File: config.mk
export PLATFORM = sky130hd
export DESIGN_NAME = cil_exec
export DESIGN_NICKNAME = d
export VERILOG_FILES = /design/src/hw/cil_pkg.sv /design/src/hw/cil_pin_sync.sv /design/src/hw/cil_exec.sv
export VERILOG_INCLUDE_DIRS = /design/src /design/src/hw
export SDC_FILE = /design/constraint.sdc
export NUM_CORES = 1
export LEC_CHECK = 0
export BUFFER_PORTS_ARGS = -buffer_cell sky130_fd_sc_hd__buf_2
export CORE_UTILIZATION = 47
export DETAILED_ROUTE_END_ITERATION = 8
export GPL_TIMING_DRIVEN = 0
export PLACE_DENSITY = 0.78
export SETUP_SLACK_MARGIN = 0.15
export SLEW_MARGIN = 40
export SYNTH_ARGS = -nofsm -noshare
export SYNTH_HDL_FRONTEND = slang
export SYNTH_SLANG_ARGS = --single-unit
File: constraint.sdc
create_clock -name clk -period 2.55 [get_ports clk]
set_clock_uncertainty 0.1 [all_clocks]
set_input_delay 0.255 -clock clk [delete_from_list [all_inputs] [get_ports clk]]
set_output_delay 0.255 -clock clk [all_outputs]
set_load 0.01 [all_outputs]
File: src/hw/cil_defs.svh
// Opcode and field constants for the input, increment and load execution slice
`ifndef CIL_DEFS_SVH
`define CIL_DEFS_SVH
`define CIL_OP_IN_P3 10'h263
`define CIL_OP_INC_Y 10'h013
`define CIL_OP_LDI_MASK 10'h3F0
`define CIL_OP_LDI_BASE 10'h070
`define CIL_LDI_IMM_LSB 0
`define CIL_ACC_RST 4'h0
`define CIL_Y_RST 4'h0
`define CIL_CARRY_RST 1'b0
`define CIL_HI_ZERO 2'h0
`define CIL_Y_STEP 4'h1
`endif

File: src/hw/cil_pkg.sv
// Types shared by the execution slice
package cil_pkg;
    typedef logic [3:0] cil_nib_t;
    typedef logic [9:0] cil_word_t;
    typedef enum logic [1:0]
    {
        CIL_ST_RUN = 2'b01,
        CIL_ST_LDI_RUN = 2'b10
    } cil_state_e;
endpackage : cil_pkg

File: src/hw/cil_pin_sync.sv
// Three-stage synchroniser with agreement check for one pin
`timescale 1ns/1ns
module cil_pin_sync
    import cil_pkg::*;
(
    // Clock and reset
    input wire logic clk,
    input wire logic rst,
    // Pin in, filtered level out
    input wire logic pin,
    output logic level
);
    logic s1_r;
    logic s2_r;
    logic s3_r;
    logic level_nxt;

    // Level changes only once the last two stages agree
    assign level_nxt = (s2_r == s3_r) ? s3_r : level;

    always_ff @(posedge clk)
    begin
        if (rst)
        begin
            s1_r <= 1'b0;
            s2_r <= 1'b0;
            s3_r <= 1'b0;
            level <= 1'b0;
        end
        else
        begin
            s1_r <= pin;
            s2_r <= s1_r;
            s3_r <= s2_r;
            level <= level_nxt;
        end
    end
endmodule : cil_pin_sync

File: src/hw/cil_exec.sv
// Execution slice: port three input, Y increment, immediate accumulator load
// What this block does
// - Port-three input copies pin bits one and zero into accumulator bits one, zero.
// - Port-three input clears accumulator bits three and two.
// - Y increment adds one to Y modulo sixteen, carry untouched.
// - Y increment skips the following instruction when new Y is zero.
// - Immediate load writes the four-bit operand into the accumulator, carry untouched.
// - In a run of consecutive immediate loads only the first takes effect.
`timescale 1ns/1ns
`include "cil_defs.svh"
module cil_exec
    import cil_pkg::*;
(
    // Clock and reset
    input wire logic clk,
    input wire logic rst,
    // Instruction stream from fetch
    input wire logic instr_valid,
    input wire logic [9:0] instr_word,
    input wire logic skip_active,
    // Port three pins
    input wire logic port_three_bit_one,
    input wire logic port_three_bit_zero,
    // State shared with the rest of the core
    input wire logic acc_load_en,
    input wire logic [3:0] acc_load_val,
    input wire logic y_load_en,
    input wire logic [3:0] y_load_val,
    input wire logic carry_load_en,
    input wire logic carry_load_val,
    // State out
    output logic [3:0] acc_r,
    output logic [3:0] y_r,
    output logic carry_flag,
    output logic skip_next_r
);
    // Filtered pin levels
    logic p31_lvl;
    logic p30_lvl;
    // Load-run tracker
    cil_state_e state_r;
    cil_state_e state_nxt;
    // Next values of the core state
    logic [3:0] acc_nxt;
    logic [3:0] y_nxt;
    logic skip_next_nxt;
    logic carry_nxt;

    // Pins are asynchronous, so each one gets its own filter
    cil_pin_sync u_sync_b1
    (
        .clk(clk),
        .rst(rst),
        .pin(port_three_bit_one),
        .level(p31_lvl)
    );

    cil_pin_sync u_sync_b0
    (
        .clk(clk),
        .rst(rst),
        .pin(port_three_bit_zero),
        .level(p30_lvl)
    );

    // Decode; a skipped word executes nothing
    wire live = instr_valid && !skip_active;
    wire [9:0] ldi_field = instr_word & `CIL_OP_LDI_MASK;

    // Opcode matches
    wire op_in_p3 = (instr_word == `CIL_OP_IN_P3);
    wire op_inc_y = (instr_word == `CIL_OP_INC_Y);
    wire op_ldi = (ldi_field == `CIL_OP_LDI_BASE);

    // Matches that really execute
    wire is_in_p3 = live && op_in_p3;
    wire is_inc_y = live && op_inc_y;
    wire in_ldi_run = (state_r == CIL_ST_LDI_RUN);

    // Run opens on an executed load and closes on any valid other word
    wire run_start = live && op_ldi;
    wire run_end = instr_valid && !op_ldi;
    wire is_ldi = run_start && !in_ldi_run;

    wire [3:0] ldi_imm = instr_word[`CIL_LDI_IMM_LSB +: 4];
    wire [3:0] y_inc = y_r + `CIL_Y_STEP;
    wire y_wrap = (y_inc == 4'h0);

    // run tracker; a skipped load still continues the run
    always_comb
    begin
        state_nxt = CIL_ST_RUN;
        case (state_r)
            CIL_ST_RUN:
            begin
                if (run_start)
                begin
                    state_nxt = CIL_ST_LDI_RUN;
                end
                else
                begin
                    state_nxt = CIL_ST_RUN;
                end
            end
            CIL_ST_LDI_RUN:
            begin
                if (run_end)
                begin
                    state_nxt = CIL_ST_RUN;
                end
                else
                begin
                    state_nxt = CIL_ST_LDI_RUN;
                end
            end
            default:
            begin
                state_nxt = CIL_ST_RUN;
            end
        endcase
    end

    always_comb
    begin
        acc_nxt = acc_r;
        if (is_in_p3)
        begin
            // low bits from pins, high cleared
            acc_nxt = {`CIL_HI_ZERO, p31_lvl, p30_lvl};
        end
        else if (is_ldi)
        begin
            acc_nxt = ldi_imm;
        end
        else if (acc_load_en)
        begin
            acc_nxt = acc_load_val;
        end
    end

    // Y source selects; the increment outranks other writers
    wire y_take_inc = is_inc_y;
    wire y_take_ext = y_load_en && !is_inc_y;
    assign y_nxt = y_take_inc ? y_inc : (y_take_ext ? y_load_val : y_r);

    assign skip_next_nxt = is_inc_y && y_wrap;

    // carry only changes on external load
    assign carry_nxt = carry_load_en ? carry_load_val : carry_flag;

    // Each register has its own short block
    always_ff @(posedge clk)
    begin
        if (rst)
        begin
            state_r <= CIL_ST_RUN;
        end
        else
        begin
            state_r <= state_nxt;
        end
    end

    always_ff @(posedge clk)
    begin
        if (rst)
        begin
            acc_r <= `CIL_ACC_RST;
        end
        else
        begin
            acc_r <= acc_nxt;
        end
    end

    always_ff @(posedge clk)
    begin
        if (rst)
        begin
            y_r <= `CIL_Y_RST;
        end
        else
        begin
            y_r <= y_nxt;
        end
    end

    // Carry kept unless another instruction writes it
    always_ff @(posedge clk)
    begin
        if (rst)
        begin
            carry_flag <= `CIL_CARRY_RST;
        end
        else
        begin
            carry_flag <= carry_nxt;
        end
    end

    // one-cycle pulse; fetch drops the next word
    always_ff @(posedge clk)
    begin
        if (rst)
        begin
            skip_next_r <= 1'b0;
        end
        else
        begin
            skip_next_r <= skip_next_nxt;
        end
    end
endmodule : cil_exec

# ---- After elaboration in Yosys (flattened, before gate mapping)
# Index checks and enable logic that the tools add are counted.
dict set report word_totals {
  register_bits 20
  inputBits 28
  out_inout_bits 10
  word_cells 47
}
dict set report op_classes {
  add_sub_neg 1
  n_eq_ne 7
  n_mux 8
  reduce_logical 17
}
# cell n
set op_table {}
lappend op_table {{$mux W4} 4}
lappend op_table {{$eq A10 B10 Y1 const B} 1}
lappend op_table {{$eq A10 B5 Y1 const B} 1}
lappend op_table {{$logic_and A1 B1 Y1} 8}
lappend op_table {{$eq A6 B3 Y1 const B} 1}
lappend op_table {{$mux W2} 3}
lappend op_table {{$add A4 B1 Y4 const B} 1}
lappend op_table {{$logic_not A1 Y1} 4}
lappend op_table {{$logic_not A4 Y1} 1}
lappend op_table {{$pmux W2 S2} 1}
lappend op_table {{$reduce_bool A2 Y1} 2}
lappend op_table {{$reduce_bool A3 Y1} 1}
lappend op_table {{$eq A1 B1 Y1} 2}
lappend op_table {{$eq A2 B1 Y1 const B} 1}
lappend op_table {{$eq A2 B2 Y1 const B} 1}
lappend op_table {{$reduce_or A2 Y1} 1}

# ---- Depth between registers and ports, before layout
# Gate-level depths: netlist (run 1).
dict set report logic_depth {
  depth_word 7
  mapped_depth 6
  ltp_nobuf 6
}

# ---- By module
# A second synthesis (run 1) with hierarchy kept.
dict set report unflattened {
  cells_unflattened 99
  hier_area_um2 980.9
}
# mod instances cells_each area_each_um2 seq_area_each_um2
set by_module_without_submodules {}
lappend by_module_without_submodules {cil_exec 1 79 755.7 240.2}
lappend by_module_without_submodules {cil_pin_sync 2 10 112.6 80.1}

# ---- Worst setup path before layout (run 1)
# No wires, ideal clock.
dict set report synth_path {
  path_kind {input to register}
  from {in skip_active}
  to {reg y_r[2]}
  setup_time_ns 0.074
  t_arrival_ns 1.836
  required_ns 2.376
  setup_slack_ns 0.540
  cell_stages 5
  n_path_buf 0
  path_cell_list {nand2b_1 or4_4 nor4_4 mux2_1 a31oi_1}
}
dict set report synth_between {
  elab_chain_cells 6
  elab_cells_between_ends 7
  cone_classes {mux (1); reduce/logical (6)}
}
# item line_no
set synth_rtl {}
lappend synth_rtl {{start, declared} cil_exec.sv:20} ;# input wire logic skip_active,
lappend synth_rtl {{$logic_not A1 Y1 (*)} cil_exec.sv:67} ;# wire live = instr_valid && !skip_active;
lappend synth_rtl {{$logic_and A1 B1 Y1 (*)} cil_exec.sv:67}
lappend synth_rtl {{$logic_and A1 B1 Y1 (*)} cil_exec.sv:77} ;# wire is_inc_y = live && op_inc_y;
lappend synth_rtl {{$logic_not A1 Y1} cil_exec.sv:143} ;# wire y_take_ext = y_load_en && !is_inc_y;
lappend synth_rtl {{$logic_and A1 B1 Y1} cil_exec.sv:143}
lappend synth_rtl {{$reduce_bool A2 Y1 (no line)} -}
lappend synth_rtl {{end signal, assigned} cil_exec.sv:180} ;# y_r <= `CIL_Y_RST;
lappend synth_rtl {{end signal, assigned} cil_exec.sv:184} ;# y_r <= y_nxt;
lappend synth_rtl {{end, declared} cil_exec.sv:33} ;# output logic [3:0] y_r,
# Every way passes the cells marked *; elsewhere a longest branch is shown, timed or not.
# A chain may end at the register's enable or synchronous reset.

# ---- Worst setup path after layout (run 1)
# Ends and elaborated chain as after synthesis.

==> results.md, run 1 <==
- Status: complete, no violations
- Setup-failing EPs final: 0
- Clock transition at the registers of the reported paths: 0.11 ns
- Crit path DAT: 2.10 ns
- Critical path's slowest cell: or4_4
- Worst-skew pair later-pin latency: 0.30 ns
- Placeable Area: 0.00194 mm²
- Total gr overflow: 0
- Initial DRT Pass Iterations: 4
- Syn nets: 139
- Worst VDD drop: 307 µV
- Rel. slew slack: 57.8%
- Deepest level of the CTS H-tree: 1
- # hold bufs at CTS: 0
- I/O pins: 38
- Root buf cell: clkbuf_4
- Worst setup EP type: register
- Top cell type by total area after synthesis: dfxtp_1
- Drt via density: 5.12
- Critical-path maximum fanout: 9
- Largest cells by area after synthesis: dfxtp_1 (42%), mux2i_1 (8.3%), nor2_1 (5.5%)
- Syn Inst Count: 107
- Overall power: 0.000674 W
- Number of fill cells: 171
- Final ANT Viol Nets: 0
- Crit-path leading delay family: simple AND/OR/NAND/NOR gates
- Worst stage delay on the critical path: 0.53 ns
- Synth Register Bits: 20
- P_int: 0.000527 W
- Comb power frac: 12.5%
- Post-CTS setup buffer count: 0
- Switching share of total power: 21.8%
- Worst hold path type: primary input to register
- RSZ-0062 raised after global routing: false
- Gp weighted congestion: 0.738
- GRT Overall Usage: 17.7%
- Placement-stage cell area: 0.00117 mm²
- Register area share after synthesis: 41.6%
- Finished Cell Area: 0.00122 mm²
- Area Overhead vs Synth: 27.1%
- Largest net degree at the start of global routing: 13
- Flop pwr share: 49.7%
- Max Slew Vio Count: 0
- Initial antenna violation count: 0
- Bufs and invs on worst path: 1
- DRC: 0
- N_diodes: 0
- Final Critical Period: 1.97 ns
- Global-route wire length before repair: 2680 µm
- Chip width: 47.3 µm
- Row count: 16
- Vias in the first global route: 696
- Final Cycle Share: 77.4%
- Asr flop ratio synth: 0%
- Via Count: 885
- Crit Path Category: primary input to register
- Number of gates resized after cts: 0
- Most numerous cell in the Yosys netlist: dfxtp_1
- Pleak: 0.560 nW
- Initial Utilization: 49.6%
- WL final: 1960 µm
- Mapped Area: 963 µm²
- Pwr/cell area: 550 mW/mm²
- CTS tree: built
- Initial DRC count: 12
- Post-synth EDFFs: 0
- Top_reg_cell synth: dfxtp_1
- Top post-synthesis cells by count: dfxtp_1 (20), nor2_1 (14), a21oi_1 (10), mux2i_1 (8)
- Max-cap violations: 0
- Post-Syn Area per Cell: 9.00 µm²
- Synth Warn #: 0
- Setup TNS: 0 ns
- Die Y: 47.3 µm
- Final hold vios: 0
- Dpl hpwl: 1550 µm
- Worst setup SP type: primary input
- Top-area cell type share of the netlist area: 41.6%
- # clock sinks: 20
- Avg WL per Cell: 11.3 µm
- CP required: 2.68 ns
- Port buffer count: 35
- Max Clk Rate: 0.507 GHz
- Distinct cells, synth: 28
- CP cell instances: buf_2 > nand2b_1 > or4_4 > nor4_4 > mux2_1 > a31oi_1
- Clk pwr share: 37.8%
- Fraction of layout cells with a size suffix above 1: 31.5%
- Clock buffer count from CTS: 3
- Nets@finish: 179
- Max Root-Sink Buffers: 2
- NetSw: 0.000147 W
- Slew at the pin closest to its max-slew limit: 0.628 ns
- Die Area: 0.00223 mm²
[power by group through the flow]
| stage | registers, W | clock network (W) | logic [W] |
|---|---|---|---|
| after global placement | 0.000341 | 0 | 0.0000800 |
| final | 0.000335 | 0.000255 | 0.0000840 |
| after floorplan | 0.000345 | 0 | 0.0000406 |
| after global routing | 0.000337 | 0.000274 | 0.0000930 |
| after detailed placement | 0.000342 | 0 | 0.0000844 |
| after CTS | 0.000335 | 0.000260 | 0.0000849 |
[sequential cells by signal, summed over array words and instances (netlist names)]
| signal | flops |
|---|---|
| u_sync_b0.level | 1 |
| u_sync_b0.s3_r | 1 |
| u_sync_b1.level | 1 |
| u_sync_b0.s1_r | 1 |
| acc_r | 4 |
| skip_next_r | 1 |
| u_sync_b1.s2_r | 1 |
| y_r | 4 |
| u_sync_b1.s1_r | 1 |
| u_sync_b0.s2_r | 1 |
| state_r | 2 |
| u_sync_b1.s3_r | 1 |
| carry_flag | 1 |
[worst paths after layout]
kind	startpoint	to	slack, ns	depth (start not counted)
max	skip_active	y_r[2]	0.58	6
min	port_three_bit_one	u_sync_b1.s1_r	0.05	2
max reg2reg	state_r[0]	acc_r[0]	0.79	6
min reg2reg	u_sync_b1.s1_r	u_sync_b1.s2_r	0.35	1
[cell families (layout without fill, tap and decap cells)]
| group | Yosys count | after routing | share of synthesized area (%) |
|---|---|---|---|
| AOI/OAI and AO/OA | 20 | 20 | 11.2 |
| adders and majority gates | 4 | 4 | 5.20 |
| muxes | 10 | 10 | 10.6 |
| DFF | 20 | 20 | 41.6 |
| and+or+nand+nor | 45 | 45 | 28.3 |
| buffers and inverters | 8 | 47 | 3.12 |
[layer usage]
metal	track usage [%]	part of all wire (%)	wire length [µm]
met1	17.7	44	851
met5	0	0	0
met3	5.00	6.6	130
met4	9.71	0.61	12
met2	32.6	49	960
[per-stage QoR]
stage | hold slack, ns | cells | util [%] | worst slack (ns)
2_1_floorplan | 0.244 | 107 | - | 0.540
3_3_place_gp | 0.318 | 169 | 60.4 | 0.295
5_1_grt | 0.0470 | 173 | 63.1 | 0.493
4_1_cts | 0.0427 | 173 | 63.1 | 0.576
3_5_place_dp | 0.334 | 169 | 60.4 | 0.256
6_report | 0.0546 | 173 | 63.1 | 0.576
[final cells by class]
| cell class | instances | area (µm²) | area share (%) |
|---|---|---|---|
| buffer | 3 | 11.3 | 0.919 |
| clock buffer | 3 | 22.5 | 1.84 |
| clock inverter | 1 | 30.0 | 2.45 |
| inverter | 5 | 18.8 | 1.53 |
| multi-input combinational | 79 | 533 | 43.5 |
| sequential | 20 | 400 | 32.7 |
| tap | 27 | 33.8 | 2.76 |
| timing repair buffer | 35 | 175 | 14.3 |
[worst reg2reg max path, stage by stage (launching register included)]
cell	delay (ns)
dfxtp_1	0.35
inv_1	0.05
ha_1	0.22
nor4_2	0.61
nor2_1	0.10
a21oi_1	0.16
o21ai_0	0.08
[placed cells by master, fill, tap and decap left out, types with 2 or more instances in the layout]
cell,n
clkbuf_1,3
clkbuf_4,3
nand3b_1,6
o21ai_0,6
or2_2,2
inv_1,5
ha_1,4
buf_2,35
dfxtp_1,20
mux2i_1,8
nor2_1,14
nand3_1,2
nand2_1,4
nand2b_1,3
nor2b_1,6
a21oi_1,10
Power figures use the tool's default switching activity.
==> inputs of run 2 (changes only) <==
--- a/config.mk
+++ b/config.mk
@@ -6,11 +6,12 @@
 export SDC_FILE = /design/constraint.sdc
 export NUM_CORES = 1
 export LEC_CHECK = 0
+export ABC_AREA = 1
 export BUFFER_PORTS_ARGS = -buffer_cell sky130_fd_sc_hd__buf_2
-export CORE_UTILIZATION = 47
+export CORE_UTILIZATION = 44
 export DETAILED_ROUTE_END_ITERATION = 8
 export GPL_TIMING_DRIVEN = 0
-export PLACE_DENSITY = 0.78
+export PLACE_DENSITY = 0.74
 export SETUP_SLACK_MARGIN = 0.15
 export SLEW_MARGIN = 40
 export SYNTH_ARGS = -nofsm -noshare
==> constraint.sdc (replaced) <==
create_clock -name clk -period 1.7 [get_ports clk]
set_clock_uncertainty 0.1 [all_clocks]
set_input_delay 0.17 -clock clk [delete_from_list [all_inputs] [get_ports clk]]
set_output_delay 0.17 -clock clk [all_outputs]
set_load 0.01 [all_outputs]
==> results.md, run 2 <==
- Post-synth EDFFs: 0 (unchanged)
- Placeable Area: 0.00228 mm² (+17%)
- Setup TNS: 0 ns (unchanged)
- Most frequent cell on the critical path: nor2_1
- Asr flop ratio synth: 0% (unchanged)
- Crit Path Category: register to register
- DRC: 0 (unchanged)
- Distinct cells, synth: 25 (-11%)
- I/O pins: 38 (unchanged)
- Slew at the pin closest to its max-slew limit: 0.439 ns (-0.188 ns)
- CP required: 1.79 ns (-0.89 ns)
- Top-area cell type share of the netlist area: 36.6% (-5.0 points)
- Vias in the first global route: 955 (+37%)
- Worst stage delay on the critical path: 0.35 ns (-0.18 ns)
- Top post-synthesis cells by count: inv_1 (30), nand2_1 (29), nor2_1 (22), dfxtp_1 (20), o21ai_0 (8)
- Rel. slew slack: 70.7% (+13 points)
- Clock transition at the registers of the reported paths: 0.11 ns (about the same)
- Total gr overflow: 0 (unchanged)
- Top_reg_cell synth: dfxtp_1
- Via Count: 1152 (+30%)
- Clock buffer count from CTS: 3 (unchanged)
- Pwr/cell area: 632 mW/mm² (+15%)
- GRT Overall Usage: 19.1% (+1.4 points)
- Max Slew Vio Count: 0 (unchanged)
- Register area share after synthesis: 36.6% (-5.0 points)
- Dpl hpwl: 1880 µm (+21%)
- Max Clk Rate: 0.735 GHz
- WHS: 0.0175 ns (-0.0371 ns)
- Most numerous cell in the Yosys netlist: inv_1
- RSZ-0062 raised after global routing: false
- Top cell type by total area after synthesis: dfxtp_1
- Final Cycle Share: 80.0%
- Gp weighted congestion: 0.755 (+2.3%)
- Critical path's slowest cell: dfxtp_1
- Number of fill cells: 225 (+32%)
- Nets@finish: 236 (+32%)
- Setup-failing EPs final: 0 (unchanged)
- Syn nets: 189 (+36%)
- Final ANT Viol Nets: 0 (unchanged)
- N_diodes: 0 (unchanged)
- Max-cap violations: 0 (unchanged)
- Synth Warn #: 0 (unchanged)
- Deepest level of the CTS H-tree: 1 (unchanged)
- Drt via density: 5.01 (-2.1%)
- Fraction of layout cells with a size suffix above 1: 26.2% (-5.3 points)
- Critical-path maximum fanout: 5 (-4)
- # clock sinks: 20 (unchanged)
- Chip width: 51.9 µm (+9.7%)
- Die Y: 51.9 µm (+9.7%)
- Mapped Area: 0.00109 mm² (+14%)
- Worst setup EP type: register
- Largest cells by area after synthesis: dfxtp_1 (37%), inv_1 (10%), nand2_1 (9.9%)
- WL final: 2500 µm (+28%)
- Avg WL per Cell: 10.9 µm (-3.8%)
- Initial DRT Pass Iterations: 5 (+1)
- Pleak: 0.766 nW (+37%)
- Initial Utilization: 48.1% (-1.5 points)
- Worst setup SP type: register
- Row count: 17 (+1)
- CP cell instances: inv_1 > ha_1 > inv_2 > nand4_2 > nand4_1 > nand2_1 > nor2_1 > nor2_1
- Max Root-Sink Buffers: 2 (unchanged)
- Initial antenna violation count: 0 (unchanged)
- Global-route wire length before repair: 3760 µm (+40%)
- Area Overhead vs Synth: 27.0%
- CTS tree: built
- Flop-to-flop setup slack: 0.34 ns (-0.45 ns)
- Sequential Area: 400 µm² (unchanged)
- Final Critical Period: 1.36 ns
- Status: complete, no violations
- Largest regs: acc_r: 4 flops, y_r: 4 flops, state_r: 2 flops
- Commonest non-fill, non-tap cell in the layout: buf_2
- Port buffer count: 37 (+5.7%)
- Post-Syn Area per Cell: 6.97 µm² (-23%)
- Worst hold path type: primary input to register
- Initial DRC count: 24 (+12)
- Largest net degree at the start of global routing: 11 (-2)
- Worst-skew pair later-pin latency: 0.30 ns (about the same)
- Root buf cell: clkbuf_4
- Synth Register Bits: 20 (unchanged)
- Syn Inst Count: 157 (+47%)
- Final hold vios: 0 (unchanged)
- Commonest cells after routing, fill and taps aside: buf_2 (37), inv_1 (29), nand2_1 (29)
- Die Area: 0.00269 mm² (+20%)
- Crit path DAT: 1.45 ns (-0.65 ns)
- Multi-input logic area: 587 µm² (+10%)
- Worst VDD drop: 599 µV (+95%)
[run 2: worst max-delay path, delay by kind of cell, from the launching register on]
family / cells / cell delay, ns
fa+ha+maj: 1 / 0.22
buf+inv: 2 / 0.17
flops: 1 / 0.35
simple gates: 5 / 0.41
[run 2: final cells by class]
class                           instances  area share [%]
Buffer                                  1           0.270
Clock buffer                            3            1.62
Inverter                               31            8.37
Multi-Input combinational cell        106            42.2
Sequential cell                        20            28.8
Tap cell                               28            2.52
Timing Repair Buffer                   41            16.2
[run 2: logic make-up after synthesis]
kind of cell,Yosys count,share of synthesized area (%)
xor gates and xnor gates,2,1.60
muxes,2,1.83
adders and majority gates,4,4.57
buffers and inverters,32,11.0
DFF,20,36.6
and+or+nand+nor,78,35.0
AOI/OAI and AO/OA,19,9.48
[run 2: stage by stage]
stage	worst slack, ns	total power [W]	utilization, %	instances	area [µm²]
2_1_floorplan	0.413	0.000586	-	157	1090
3_3_place_gp	0.301	0.000649	57.8	222	1320
3_5_place_dp	0.272	0.000655	57.8	222	1320
4_1_cts	0.251	0.000879	60.1	228	1370
5_1_grt	0.216	0.000925	61.1	230	1390
6_report	0.340	0.000878	61.1	230	1390
[run 2: worst paths after layout]
check | from | endpoint | cells after the start
worst max-delay path | state_r[0] | acc_r[0] | 8
worst min-delay path | y_load_val[0] | y_r[0] | 3
worst max register to register | state_r[0] | acc_r[0] | 8
worst min register to register | u_sync_b0.s1_r | u_sync_b0.s2_r | 2
[run 2: timing repair]
item / 4_1_cts / 5_1_grt
setup endpoints to repair: 0 / 2
resized for setup: 0 / 1
buffers inserted: 0 / 0
endpoints found under the hold margin: 3 / 1
hold buffers: 3 / 1
[run 2: routing by layer]
metal	up-vias	routed length, µm	track usage (%)
li1	596	-	-
met1	518	1130	20.9
met2	33	1210	34.2
met3	5	110	4.39
met4	0	44	9.46
met5	-	0	0
[run 2: where the power goes]
group,internal (W),total [W],switching (W)
Combinational,0.0000680,0.000155,0.0000869
Sequential,0.000487,0.000499,0.0000124
Clock,0.0000828,0.000224,0.000141
